**config.mk**
```make
export PLATFORM = sky130hd
export DESIGN_NAME = tpo_pwm_output
export DESIGN_NICKNAME = d
export VERILOG_FILES = /design/src/design/tpo_pwm_output.v
export VERILOG_INCLUDE_DIRS = /design/src /design/src/design
export SDC_FILE = /design/constraint.sdc
export NUM_CORES = 1
export LEC_CHECK = 0
export ABC_AREA = 0
export ABC_CLOCK_PERIOD_IN_PS = 7500
export BUFFER_PORTS_ARGS = -buffer_cell sky130_fd_sc_hd__buf_2
export CAP_MARGIN = 40
export CORE_ASPECT_RATIO = 0.7
export CORE_MARGIN = 5
export CORE_UTILIZATION = 63
export DETAILED_ROUTE_END_ITERATION = 8
export PLACE_DENSITY = 0.83
export SETUP_SLACK_MARGIN = 0.2
export SYNTH_ARGS = -nofsm -noshare
export SYNTH_HDL_FRONTEND = slang
export SYNTH_SLANG_ARGS = --single-unit
```
**constraint.sdc**
```tcl
create_clock -name pclk -period 7.5 [get_ports pclk]
set_input_delay 0.375 -clock pclk [delete_from_list [all_inputs] [get_ports pclk]]
set_output_delay 0.375 -clock pclk [all_outputs]
set_load 0.005 [all_outputs]
```
**src/design/tpo_consts.vh**
```
// constants of the thermometer pulse-width output block
`ifndef TPO_CONSTS_VH
`define TPO_CONSTS_VH
// clock and timing, times in microseconds
`define TPO_CLK_MHZ 10
`define TPO_WAKE_HOLD_US 80000
`define TPO_REQ_US 1440
`define TPO_FIRST_DATA_US 250000
`define TPO_WAKE_CYC (`TPO_WAKE_HOLD_US * `TPO_CLK_MHZ)
`define TPO_REQ_CYC (`TPO_REQ_US * `TPO_CLK_MHZ + 1)
`define TPO_FIRST_CYC (`TPO_FIRST_DATA_US * `TPO_CLK_MHZ)
// register byte offsets
`define TPO_OFF_CTRL 8'h00
`define TPO_OFF_CONFIG 8'h04
`define TPO_OFF_PRESCALE 8'h08
`define TPO_OFF_AMB 8'h0c
`define TPO_OFF_OBJ1 8'h10
`define TPO_OFF_OBJ2 8'h14
`define TPO_OFF_ARANGE 8'h18
`define TPO_OFF_OLOW 8'h1c
`define TPO_OFF_OHIGH 8'h20
`define TPO_OFF_STATUS 8'h24
`define TPO_OFF_WORDS 8'h28
// control and config word fields
`define TPO_CTL_EN 0
`define TPO_CTL_PP 1
`define TPO_CTL_EXT 2
`define TPO_CTL_REP_LSB 4
`define TPO_CTL_REP_MSB 8
`define TPO_CFG_SRC_LSB 4
`define TPO_CFG_SRC_MSB 5
// reset values
`define TPO_RST_PRESCALE 16'h0004
`define TPO_RST_ARANGE 16'h993c
`define TPO_RST_OLOW 16'h6ab3
`define TPO_RST_OHIGH 16'h7e3b
// frame layout in ticks, single frame 2048, extended 4096
`define TPO_SINGLE_LAST 12'h7ff
`define TPO_EXT_LAST 12'hfff
`define TPO_S1_START 12'h100
`define TPO_S1_ERR 12'h700
`define TPO_S2_START 12'h900
`define TPO_S2_ERR 12'hf00
// rescale
`define TPO_AMB_BASE 16'h2de4
`define TPO_AMB_SHIFT 5
`define TPO_WORD_MAX 10'h3ff
`endif

```
**src/design/tpo_pwm_output.v**
```verilog
// thermometer pulse-width output stage with sleep, wake and serial request
//
// Design decisions made here: register access over APB and the register addresses.
`timescale 1ns/10ps
`include "tpo_consts.vh"
module tpo_pwm_output #(
  parameter [21:0] WAKE_CYC  = `TPO_WAKE_CYC,
  parameter [21:0] REQ_CYC   = `TPO_REQ_CYC,
  parameter [21:0] FIRST_CYC = `TPO_FIRST_CYC,
  parameter [0:0]  AUTO_GRADE = 1'b1
) (
  input  wire        pclk,
  input  wire        presetn,
  input  wire        psel,
  input  wire        penable,
  input  wire        pwrite,
  input  wire [7:0]  paddr,
  input  wire [31:0] pwdata,
  output reg  [31:0] prdata,
  output reg         pready,
  output reg         pslverr,
  input  wire        scl_in,
  input  wire        sda_in,
  input  wire        sleep_command,
  input  wire        memory_double_error,
  output reg         pwm_out,
  output reg         pwm_oe,
  output reg         serial_mode,
  output reg         sleep_active,
  output reg         iir_bypass
);

  localparam [1:0] CH_AMB  = 2'd0;
  localparam [1:0] CH_OBJ1 = 2'd1;
  localparam [1:0] CH_OBJ2 = 2'd2;

  // software-visible state
  reg        output_enable;
  reg        push_pull_select;
  reg        ext_format;
  reg [4:0]  repeat_n;
  reg [1:0]  source_select;
  reg [15:0] prescale;
  reg [15:0] ambient_temperature;
  reg [15:0] object_temperature_one;
  reg [15:0] object_temperature_two;
  reg [15:0] ambient_range_bytes;
  reg [15:0] object_range_low;
  reg [15:0] object_range_high;

  // power and mode state
  reg        asleep;
  reg        pwm_disabled;
  reg        data_ready;
  reg        wake_armed;
  reg [21:0] wake_cnt;
  reg [21:0] req_cnt;
  reg [21:0] first_cnt;
  reg        wake_pulse;

  // rescale engine
  reg        eng_slot;
  reg        eng_busy;
  reg [3:0]  eng_bit;
  reg [26:0] eng_rem;
  reg [15:0] eng_den;
  reg [9:0]  eng_q;
  reg [9:0]  word_one;
  reg [9:0]  word_two;

  // frame generator
  reg [15:0] div_cnt;
  reg [11:0] pos;
  reg [11:0] high_end;
  reg        frame_ext;
  reg        slot;
  reg [5:0]  rep_cnt;

  // slot contents for each source code
  function [1:0] src_of;
    input [1:0] code;
    input       second;
    begin
      case (code)
        2'b00: src_of = second ? CH_OBJ1 : CH_AMB;
        2'b01: src_of = second ? CH_OBJ2 : CH_AMB;
        2'b11: src_of = second ? CH_OBJ2 : CH_OBJ1;
        default: src_of = CH_OBJ2;
      endcase
    end
  endfunction

  // end of the high part of a frame, in ticks
  function [11:0] hend;
    input       second;
    input       err;
    input [9:0] word;
    reg   [11:0] hi;
    begin
      hi = {2'b00, word} + {11'h000, word[9]};
      if (second)
        hend = err ? `TPO_S2_ERR : `TPO_S2_START + hi;
      else
        hend = err ? `TPO_S1_ERR : `TPO_S1_START + hi;
    end
  endfunction

  wire pwm_active = output_enable & ~pwm_disabled & ~asleep & data_ready;
  wire fatal_err  = memory_double_error & AUTO_GRADE;

  // apb decode
  wire setup_ph = psel & ~penable;
  wire access_ok = psel & penable & pready;
  reg        rd_hit;
  reg [31:0] rd_data;

  always @* begin
    rd_hit = 1'b1;
    rd_data = 32'h0000_0000;
    if (paddr == `TPO_OFF_CTRL) begin
      rd_data[`TPO_CTL_EN] = output_enable;
      rd_data[`TPO_CTL_PP] = push_pull_select;
      rd_data[`TPO_CTL_EXT] = ext_format;
      rd_data[`TPO_CTL_REP_MSB:`TPO_CTL_REP_LSB] = repeat_n;
    end else if (paddr == `TPO_OFF_CONFIG) begin
      rd_data[`TPO_CFG_SRC_MSB:`TPO_CFG_SRC_LSB] = source_select;
    end else if (paddr == `TPO_OFF_PRESCALE) begin
      rd_data[15:0] = prescale;
    end else if (paddr == `TPO_OFF_AMB) begin
      rd_data[15:0] = ambient_temperature;
    end else if (paddr == `TPO_OFF_OBJ1) begin
      rd_data[15:0] = object_temperature_one;
    end else if (paddr == `TPO_OFF_OBJ2) begin
      rd_data[15:0] = object_temperature_two;
    end else if (paddr == `TPO_OFF_ARANGE) begin
      rd_data[15:0] = ambient_range_bytes;
    end else if (paddr == `TPO_OFF_OLOW) begin
      rd_data[15:0] = object_range_low;
    end else if (paddr == `TPO_OFF_OHIGH) begin
      rd_data[15:0] = object_range_high;
    end else if (paddr == `TPO_OFF_STATUS) begin
      rd_data[4:0] = {fatal_err, data_ready, asleep, pwm_disabled, pwm_active};
    end else if (paddr == `TPO_OFF_WORDS) begin
      rd_data[9:0] = word_one;
      rd_data[25:16] = word_two;
    end else begin
      rd_hit = 1'b0;
    end
  end

  // bus answer: ready in every access phase, one wait-free cycle
  always @(posedge pclk or negedge presetn) begin
    if (!presetn) begin
      pready <= 1'b0;
      pslverr <= 1'b0;
      prdata <= 32'h0000_0000;
    end else begin
      pready <= setup_ph;
      pslverr <= setup_ph & ~rd_hit;
      if (setup_ph)
        prdata <= (rd_hit & ~pwrite) ? rd_data : 32'h0000_0000;
    end
  end

  // configuration writes; nonvolatile, so a wake does not touch them
  always @(posedge pclk or negedge presetn) begin
    if (!presetn) begin
      output_enable <= 1'b0;
      push_pull_select <= 1'b0;
      ext_format <= 1'b0;
      repeat_n <= 5'h00;
      source_select <= 2'b00;
      prescale <= `TPO_RST_PRESCALE;
      ambient_temperature <= 16'h0000;
      object_temperature_one <= 16'h0000;
      object_temperature_two <= 16'h0000;
      ambient_range_bytes <= `TPO_RST_ARANGE;
      object_range_low <= `TPO_RST_OLOW;
      object_range_high <= `TPO_RST_OHIGH;
    end else if (access_ok & pwrite) begin
      if (paddr == `TPO_OFF_CTRL) begin
        output_enable <= pwdata[`TPO_CTL_EN];
        push_pull_select <= pwdata[`TPO_CTL_PP];
        ext_format <= pwdata[`TPO_CTL_EXT];
        repeat_n <= pwdata[`TPO_CTL_REP_MSB:`TPO_CTL_REP_LSB];
      end else if (paddr == `TPO_OFF_CONFIG) begin
        source_select <= pwdata[`TPO_CFG_SRC_MSB:`TPO_CFG_SRC_LSB];
      end else if (paddr == `TPO_OFF_PRESCALE) begin
        prescale <= pwdata[15:0];
      end else if (paddr == `TPO_OFF_AMB) begin
        ambient_temperature <= pwdata[15:0];
      end else if (paddr == `TPO_OFF_OBJ1) begin
        object_temperature_one <= pwdata[15:0];
      end else if (paddr == `TPO_OFF_OBJ2) begin
        object_temperature_two <= pwdata[15:0];
      end else if (paddr == `TPO_OFF_ARANGE) begin
        ambient_range_bytes <= pwdata[15:0];
      end else if (paddr == `TPO_OFF_OLOW) begin
        object_range_low <= pwdata[15:0];
      end else if (paddr == `TPO_OFF_OHIGH) begin
        object_range_high <= pwdata[15:0];
      end
    end
  end

  // sleep entry, wake sequence, switch request and first-data timer
  always @(posedge pclk or negedge presetn) begin
    if (!presetn) begin
      asleep <= 1'b0;
      pwm_disabled <= 1'b0;
      data_ready <= 1'b0;
      wake_armed <= 1'b0;
      wake_cnt <= 22'h000000;
      req_cnt <= 22'h000000;
      first_cnt <= 22'h000000;
      wake_pulse <= 1'b0;
    end else begin
      wake_pulse <= 1'b0;
      if (asleep) begin
        // clock must be seen high with data high before data falls
        if (!scl_in) begin
          wake_armed <= 1'b0;
          wake_cnt <= 22'h000000;
        end else if (sda_in) begin
          wake_armed <= 1'b1;
          wake_cnt <= 22'h000000;
        end else if (wake_armed) begin
          if (wake_cnt == WAKE_CYC - 22'h000001) begin
            asleep <= 1'b0;
            wake_pulse <= 1'b1;
            pwm_disabled <= 1'b0;
            data_ready <= 1'b0;
            first_cnt <= 22'h000000;
            wake_armed <= 1'b0;
            wake_cnt <= 22'h000000;
          end else begin
            wake_cnt <= wake_cnt + 22'h000001;
          end
        end
      end else begin
        if (sleep_command & ~pwm_active) begin
          asleep <= 1'b1;
          wake_armed <= 1'b0;
          req_cnt <= 22'h000000;
        end
        // long low clock while pulsing hands the pin to the serial bus
        if (pwm_active & ~scl_in) begin
          if (req_cnt == REQ_CYC - 22'h000001)
            pwm_disabled <= 1'b1;
          else
            req_cnt <= req_cnt + 22'h000001;
        end else begin
          req_cnt <= 22'h000000;
        end
        if (!data_ready) begin
          if (first_cnt == FIRST_CYC - 22'h000001)
            data_ready <= 1'b1;
          else
            first_cnt <= first_cnt + 22'h000001;
        end
      end
    end
  end

  // rescale engine inputs for the slot being worked on
  reg [1:0]  e_src;
  reg [15:0] e_val;
  reg [15:0] e_lo;
  reg [15:0] e_hi;
  reg [15:0] e_diff;
  reg [26:0] e_shift;
  reg        e_fit;
  reg [9:0]  e_qn;

  always @* begin
    e_src = src_of(source_select, eng_slot);
    e_val = (e_src == CH_AMB) ? ambient_temperature :
            (e_src == CH_OBJ1) ? object_temperature_one : object_temperature_two;
    // ambient bytes step 32 raw counts from the lowest readable ambient
    e_lo = object_range_low;
    e_hi = object_range_high;
    if (e_src == CH_AMB) begin
      e_lo = `TPO_AMB_BASE + {3'b000, ambient_range_bytes[7:0], 5'h00};
      e_hi = `TPO_AMB_BASE + {3'b000, ambient_range_bytes[15:8], 5'h00};
    end
    e_diff = e_val - e_lo;
    e_shift = {11'h000, eng_den} << eng_bit;
    e_fit = (eng_rem >= e_shift);
    e_qn = eng_q | (e_fit ? (10'h001 << eng_bit) : 10'h000);
  end

  // restoring division, eleven cycles per divided word (one load, ten steps), slots take turns
  always @(posedge pclk or negedge presetn) begin
    if (!presetn) begin
      eng_slot <= 1'b0;
      eng_busy <= 1'b0;
      eng_bit <= 4'h0;
      eng_rem <= 27'h0000000;
      eng_den <= 16'h0000;
      eng_q <= 10'h000;
      word_one <= 10'h000;
      word_two <= 10'h000;
    end else if (!eng_busy) begin
      if ((e_val <= e_lo) || (e_val >= e_hi)) begin
        // clamp to the range ends; also covers an empty range
        if (eng_slot)
          word_two <= (e_val <= e_lo) ? 10'h000 : `TPO_WORD_MAX;
        else
          word_one <= (e_val <= e_lo) ? 10'h000 : `TPO_WORD_MAX;
        eng_slot <= ~eng_slot;
      end else begin
        eng_rem <= {1'b0, e_diff, 10'h000} - {11'h000, e_diff};
        eng_den <= e_hi - e_lo;
        eng_bit <= 4'h9;
        eng_q <= 10'h000;
        eng_busy <= 1'b1;
      end
    end else begin
      if (e_fit)
        eng_rem <= eng_rem - e_shift;
      eng_q <= e_qn;
      if (eng_bit == 4'h0) begin
        eng_busy <= 1'b0;
        eng_slot <= ~eng_slot;
        if (eng_slot)
          word_two <= e_qn;
        else
          word_one <= e_qn;
      end else begin
        eng_bit <= eng_bit - 4'h1;
      end
    end
  end

  // frame sequencing; tick rate sets the period
  wire        tick = (div_cnt == prescale);
  wire [11:0] last = frame_ext ? `TPO_EXT_LAST : `TPO_SINGLE_LAST;
  reg         next_slot;
  reg [5:0]   next_rep;

  always @* begin
    next_slot = 1'b0;
    next_rep = 6'h00;
    if (ext_format) begin
      next_slot = slot;
      next_rep = rep_cnt + 6'h01;
      if (!frame_ext || rep_cnt == {repeat_n, 1'b0}) begin
        next_slot = frame_ext ? ~slot : 1'b0;
        next_rep = 6'h00;
      end
    end
  end

  always @(posedge pclk or negedge presetn) begin
    if (!presetn) begin
      div_cnt <= 16'h0000;
      pos <= 12'h000;
      high_end <= 12'h000;
      frame_ext <= 1'b0;
      slot <= 1'b0;
      rep_cnt <= 6'h00;
    end else if (!pwm_active || wake_pulse) begin
      // idle: hold at a frame start with the first slot queued
      div_cnt <= 16'h0000;
      pos <= 12'h000;
      frame_ext <= ext_format;
      slot <= 1'b0;
      rep_cnt <= 6'h00;
      high_end <= hend(1'b0, fatal_err, word_one);
    end else if (tick) begin
      div_cnt <= 16'h0000;
      if (pos == last) begin
        pos <= 12'h000;
        frame_ext <= ext_format;
        slot <= next_slot;
        rep_cnt <= next_rep;
        high_end <= hend(next_slot, fatal_err,
                         next_slot ? word_two : word_one);
      end else begin
        pos <= pos + 12'h001;
      end
    end else begin
      div_cnt <= div_cnt + 16'h0001;
    end
  end

  // pin drive: push-pull drives both levels, otherwise only the low
  always @(posedge pclk or negedge presetn) begin
    if (!presetn) begin
      pwm_out <= 1'b0;
      pwm_oe <= 1'b0;
      serial_mode <= 1'b1;
      sleep_active <= 1'b0;
      iir_bypass <= 1'b1;
    end else begin
      pwm_out <= pwm_active & (pos < high_end);
      pwm_oe <= pwm_active & (push_pull_select | ~(pos < high_end));
      serial_mode <= ~(output_enable & ~pwm_disabled & ~asleep);
      sleep_active <= asleep;
      iir_bypass <= ~data_ready;
    end
  end

endmodule // tpo_pwm_output

```
==> impl_metrics.prom <==
# TYPE chip_impl_metric gauge
chip_impl_info{name="outcome",value="finished, final reports clean"} 1
chip_impl_metric{name="power.ir.vdd_worst",unit="mV"} 0.309
chip_impl_info{name="path_delay_family",value="compound AO/OA/AOI/OAI gates"} 1
chip_impl_metric{name="timing.critical_path.arrival",unit="ps"} 6390
chip_impl_metric{name="global_route_wire_length_before_repair",unit="mm"} 105
chip_impl_metric{name="die_h",unit="um"} 170
chip_impl_metric{name="antenna_found_initial",unit=""} 0
chip_impl_metric{name="tightest_slew",unit="ps"} 967
chip_impl_metric{name="synth_sequential_area_ratio",unit="%"} 38.5
chip_impl_metric{name="route.detailed.vias_per_inst",unit=""} 6.52
chip_impl_metric{name="worst-path-max-fanout",unit=""} 13
chip_impl_metric{name="multiInputGateArea",unit="mm^2"} 0.0134
chip_impl_metric{name="gate_count_of_the_mapped_netlist",unit=""} 2522
chip_impl_metric{name="top_level_pins",unit=""} 88
chip_impl_metric{name="cpPeakStageDelay",unit="ps"} 700
chip_impl_metric{name="remaining_drc_errors",unit=""} 0
chip_impl_metric{name="final_setup_tns",unit="ps"} 0
chip_impl_info{name="cpMaxStageDelayCell",value="sky130_fd_sc_hd__dfrtp_1"} 1
chip_impl_info{name="worst_setup_path_end_kind",value="flip-flop"} 1
chip_impl_metric{name="netlist_area",unit="mm^2"} 0.0231
chip_impl_metric{name="area.sequential",unit="mm^2"} 0.00887
chip_impl_metric{name="preCtsSetupSlack",unit="ps"} 1660
chip_impl_metric{name="grt_max_degree",unit=""} 168
chip_impl_metric{name="final_report_setup_violation_count",unit=""} 0
chip_impl_metric{name="track_usage",unit="%"} 31.8
chip_impl_metric{name="dp.cells",unit=""} 3003
chip_impl_metric{name="fillers",unit=""} 2764
chip_impl_metric{name="final_number_of_hold_violating_endpoints",unit=""} 0
chip_impl_metric{name="critPathBufInv",unit=""} 1
chip_impl_metric{name="max_clock_freq",unit="GHz"} 0.168
chip_impl_metric{name="yosysWarnings",unit=""} 0
chip_impl_metric{name="synth_top_area_share",unit="%"} 34.9
chip_impl_metric{name="cts-htree-levels",unit=""} 2
chip_impl_metric{name="drv_slew",unit=""} 0
chip_impl_metric{name="cellPowerDensity",unit="mW/mm^2"} 428
chip_impl_metric{name="place.gp.congestion",unit=""} 0.975
chip_impl_metric{name="placement_rows",unit=""} 58
chip_impl_metric{name="drt_pass1_iterations",unit=""} 6
chip_impl_metric{name="post_synth_num_cell_types",unit=""} 113
chip_impl_metric{name="cts_sinks",unit=""} 353
chip_impl_metric{name="drive_gt1_share",unit="%"} 15.6
chip_impl_metric{name="clkLatencyLatePin",unit="ps"} 540
chip_impl_metric{name="cts-buffers-inserted",unit=""} 36
chip_impl_info{name="tritoncts",value="yes"} 1
chip_impl_metric{name="initial_core_util",unit="%"} 63.9
chip_impl_info{name="synth.area.top_cells",value="sky130_fd_sc_hd__dfrtp_1, sky130_fd_sc_hd__mux2_2, sky130_fd_sc_hd__ha_1"} 1
chip_impl_metric{name="period_minus_slack",unit="ps"} 5970
chip_impl_metric{name="layout.nets",unit=""} 2713
chip_impl_info{name="yosys_most_used_dff",value="sky130_fd_sc_hd__dfrtp_1"} 1
chip_impl_info{name="start_kind",value="flip-flop"} 1
chip_impl_metric{name="dp_hpwl",unit="mm"} 48.1
chip_impl_metric{name="crit_cells",unit=""} 21
chip_impl_metric{name="die_x",unit="um"} 239
chip_impl_metric{name="clock-skew-final",unit="ps"} 21.2
chip_impl_info{name="library_cell_used_as_clock_root_buffer",value="sky130_fd_sc_hd__clkbuf_16"} 1
chip_impl_info{name="hold_class",value="in2reg"} 1
chip_impl_metric{name="maxCapViolations",unit=""} 0
chip_impl_metric{name="timing.hold.worst_path_depth",unit=""} 3
chip_impl_metric{name="design.core.area",unit="mm^2"} 0.0361
chip_impl_metric{name="drtAntennaViolNets",unit=""} 0
chip_impl_metric{name="crit_required",unit="ps"} 7920
chip_impl_info{name="post-synth-top-count-cell",value="sky130_fd_sc_hd__dfrtp_1"} 1
chip_impl_info{name="synth_top_area_cell",value="sky130_fd_sc_hd__dfrtp_1"} 1
chip_impl_metric{name="reg2regPathDepth",unit=""} 21
chip_impl_metric{name="via_count_of_the_first_global_routing_pass",unit=""} 19400
chip_impl_metric{name="syn_area_per_cell",unit="um^2"} 9.14
chip_impl_metric{name="num_vias",unit=""} 20000
chip_impl_metric{name="synth-async-reset-ratio",unit="%"} 100
chip_impl_metric{name="drtIter0Drc",unit=""} 2749
chip_impl_metric{name="leak",unit="uW"} 0.0117
chip_impl_info{name="yosys-top-cells-count",value="sky130_fd_sc_hd__dfrtp_1, sky130_fd_sc_hd__nand2_1, sky130_fd_sc_hd__nor2_1"} 1
chip_impl_metric{name="synthToLayoutAreaGrowth",unit="%"} 9.61
chip_impl_metric{name="synth_edf_count",unit=""} 0
chip_impl_metric{name="finish.utilization",unit="%"} 70.1
chip_impl_metric{name="timing.final.crit_share",unit="%"} 79.6
chip_impl_info{name="chain_of_cells_forming_the_critical_path",value="nand2b_1 > o22a_1 > o22ai_1 > a21oi_1 > ha_1 > o21a_1 > o21a_1 > o311a_4 > o21ba_2 > a211o_1 > xnor2_1 > ha_1 > inv_1 > a31oi_1 > nand4_2 > nor3b_4 > o21ai_1 > and2_0 > o31a_1 > xnor2_1 > o221a_1"} 1
chip_impl_info{name="unrepaired_setup_endpoints_after_global_routing",value="false"} 1
chip_impl_metric{name="worst_slew_margin_rel",unit="%"} 35.3
chip_impl_metric{name="clk_pin_slew",unit="ps"} 70
chip_impl_metric{name="buffers_from_clock_root_to_sink_at_most",unit=""} 3
chip_impl_metric{name="wl",unit="mm"} 65.7
chip_impl_metric{name="filler_free_cell_count_of_the_finished_design",unit=""} 3071
chip_impl_metric{name="wl_per_cell",unit="um"} 21.4
chip_impl_info{name="timing_worst_setup_path_type",value="reg2reg"} 1
chip_impl_metric{name="overflow",unit=""} 0
chip_impl_metric{name="place.port_buffers",unit=""} 65
chip_impl_metric{name="design.die.area",unit="mm^2"} 0.0406
chip_impl_metric{name="setup_slack",unit="ps"} 1530
chip_impl_metric{name="synth-seq-cells",unit=""} 353
[area by class of cell]
type | instances | area share, %
Sequential cell | 353 | 35.1
Tap cell | 480 | 2.38
Inverter | 103 | 1.53
Multi-Input combinational cell | 1966 | 53.0
Timing Repair Buffer | 102 | 2.83
Antenna cell | 1 | 0.00990
Clock inverter | 18 | 0.945
Clock buffer | 48 | 4.23
[cell usage in the layout, fill, tap and decap left out, types with 55 or more instances in the layout]
master                    count
sky130_fd_sc_hd__buf_2       64
sky130_fd_sc_hd__dfrtp_1    322
sky130_fd_sc_hd__a21oi_1    155
sky130_fd_sc_hd__nand3_1     75
sky130_fd_sc_hd__nand2_1    293
sky130_fd_sc_hd__mux2i_1     55
sky130_fd_sc_hd__xor2_1      68
sky130_fd_sc_hd__mux2_2     142
sky130_fd_sc_hd__xnor2_1     93
sky130_fd_sc_hd__o21ai_0    171
sky130_fd_sc_hd__ha_1       100
sky130_fd_sc_hd__inv_1      101
sky130_fd_sc_hd__nor2_1     204
[final timing paths]
check / startpoint / end / slack [ps]
max in group asynchronous: presetn / word_two[0]$_DFFE_PN0P_ / 5540
worst min register to register: prdata[6]$_DFFE_PN0P_ / prdata[6]$_DFFE_PN0P_ / 480
worst min-delay path: scl_in / wake_armed$_DFFE_PN0P_ / 110
worst max-delay path: eng_slot$_DFFE_PN0N_ / eng_rem[16]$_DFFE_PN0P_ / 1530
min in group asynchronous: presetn / first_cnt[7]$_DFFE_PN0P_ / 460
worst max register to register: eng_slot$_DFFE_PN0N_ / eng_rem[16]$_DFFE_PN0P_ / 1530
[worst register-to-register path: cells and delay by family (launching register included)]
| kind | cells | cell delay (ps) |
|---|---|---|
| compound gates | 12 | 2680 |
| simple gates | 4 | 1200 |
| flops | 1 | 700 |
| fa+ha+maj | 2 | 670 |
| xor+xnor | 2 | 550 |
| buf+inv | 1 | 50 |
[kinds of logic (layout without fill, tap and decap cells)]
kind of cell	after synthesis	in the layout	share of synthesized area (%)
simple gates	859	859	18.0
mux	210	210	10.1
compound gates	620	620	17.6
xor+xnor	165	165	6.47
fa+ha+maj	106	106	5.78
other cells	1	7	0.0163
buf+inv	208	271	3.62
flops	353	353	38.5
[stage by stage]
stage / hold WS, ps / cell area [um^2] / total power (uW)
3_5_place_dp: 464 / 24000 / 8600
5_1_grt: 128 / 25300 / 11500
6_report: 113 / 25300 / 10800
2_1_floorplan: 79.4 / 23100 / 7030
3_3_place_gp: 455 / 23800 / 8350
4_1_cts: 98.2 / 25300 / 10600
[repair_timing]
item,CTS,global route
hold buffers,1,0
resized for setup,0,0
hold endpoints to repair,99,0
setup buffers,0,0
[flip-flops by register name, summed over array words and instances (netlist names), 16 cells and up]
name / cells
wake_cnt: 22
ambient_temperature: 16
object_temperature_one: 16
object_temperature_two: 16
div_cnt: 16
object_range_high: 16
eng_den: 16
req_cnt: 22
eng_rem: 27
object_range_low: 16
prdata: 26
first_cnt: 22
prescale: 16
ambient_range_bytes: 16
[metal layers]
| layer | vias to the layer above | share of wire (%) | GRT usage (%) |
|---|---|---|---|
| met1 | 9748 | 43 | 46.7 |
| met5 | - | 0 | 0 |
| li1 | 9139 | - | - |
| met2 | 1010 | 43 | 47.4 |
| met4 | 0 | 2.1 | 7.26 |
| met3 | 127 | 12 | 8.59 |
[report_power, final]
| group | internal (uW) | switching (uW) | leakage [uW] |
|---|---|---|---|
| clock | 1180 | 812 | 0.000646 |
| sequential | 2150 | 285 | 0.00461 |
| combinational | 2470 | 3920 | 0.00640 |
(Power assumes the default switching activity.)
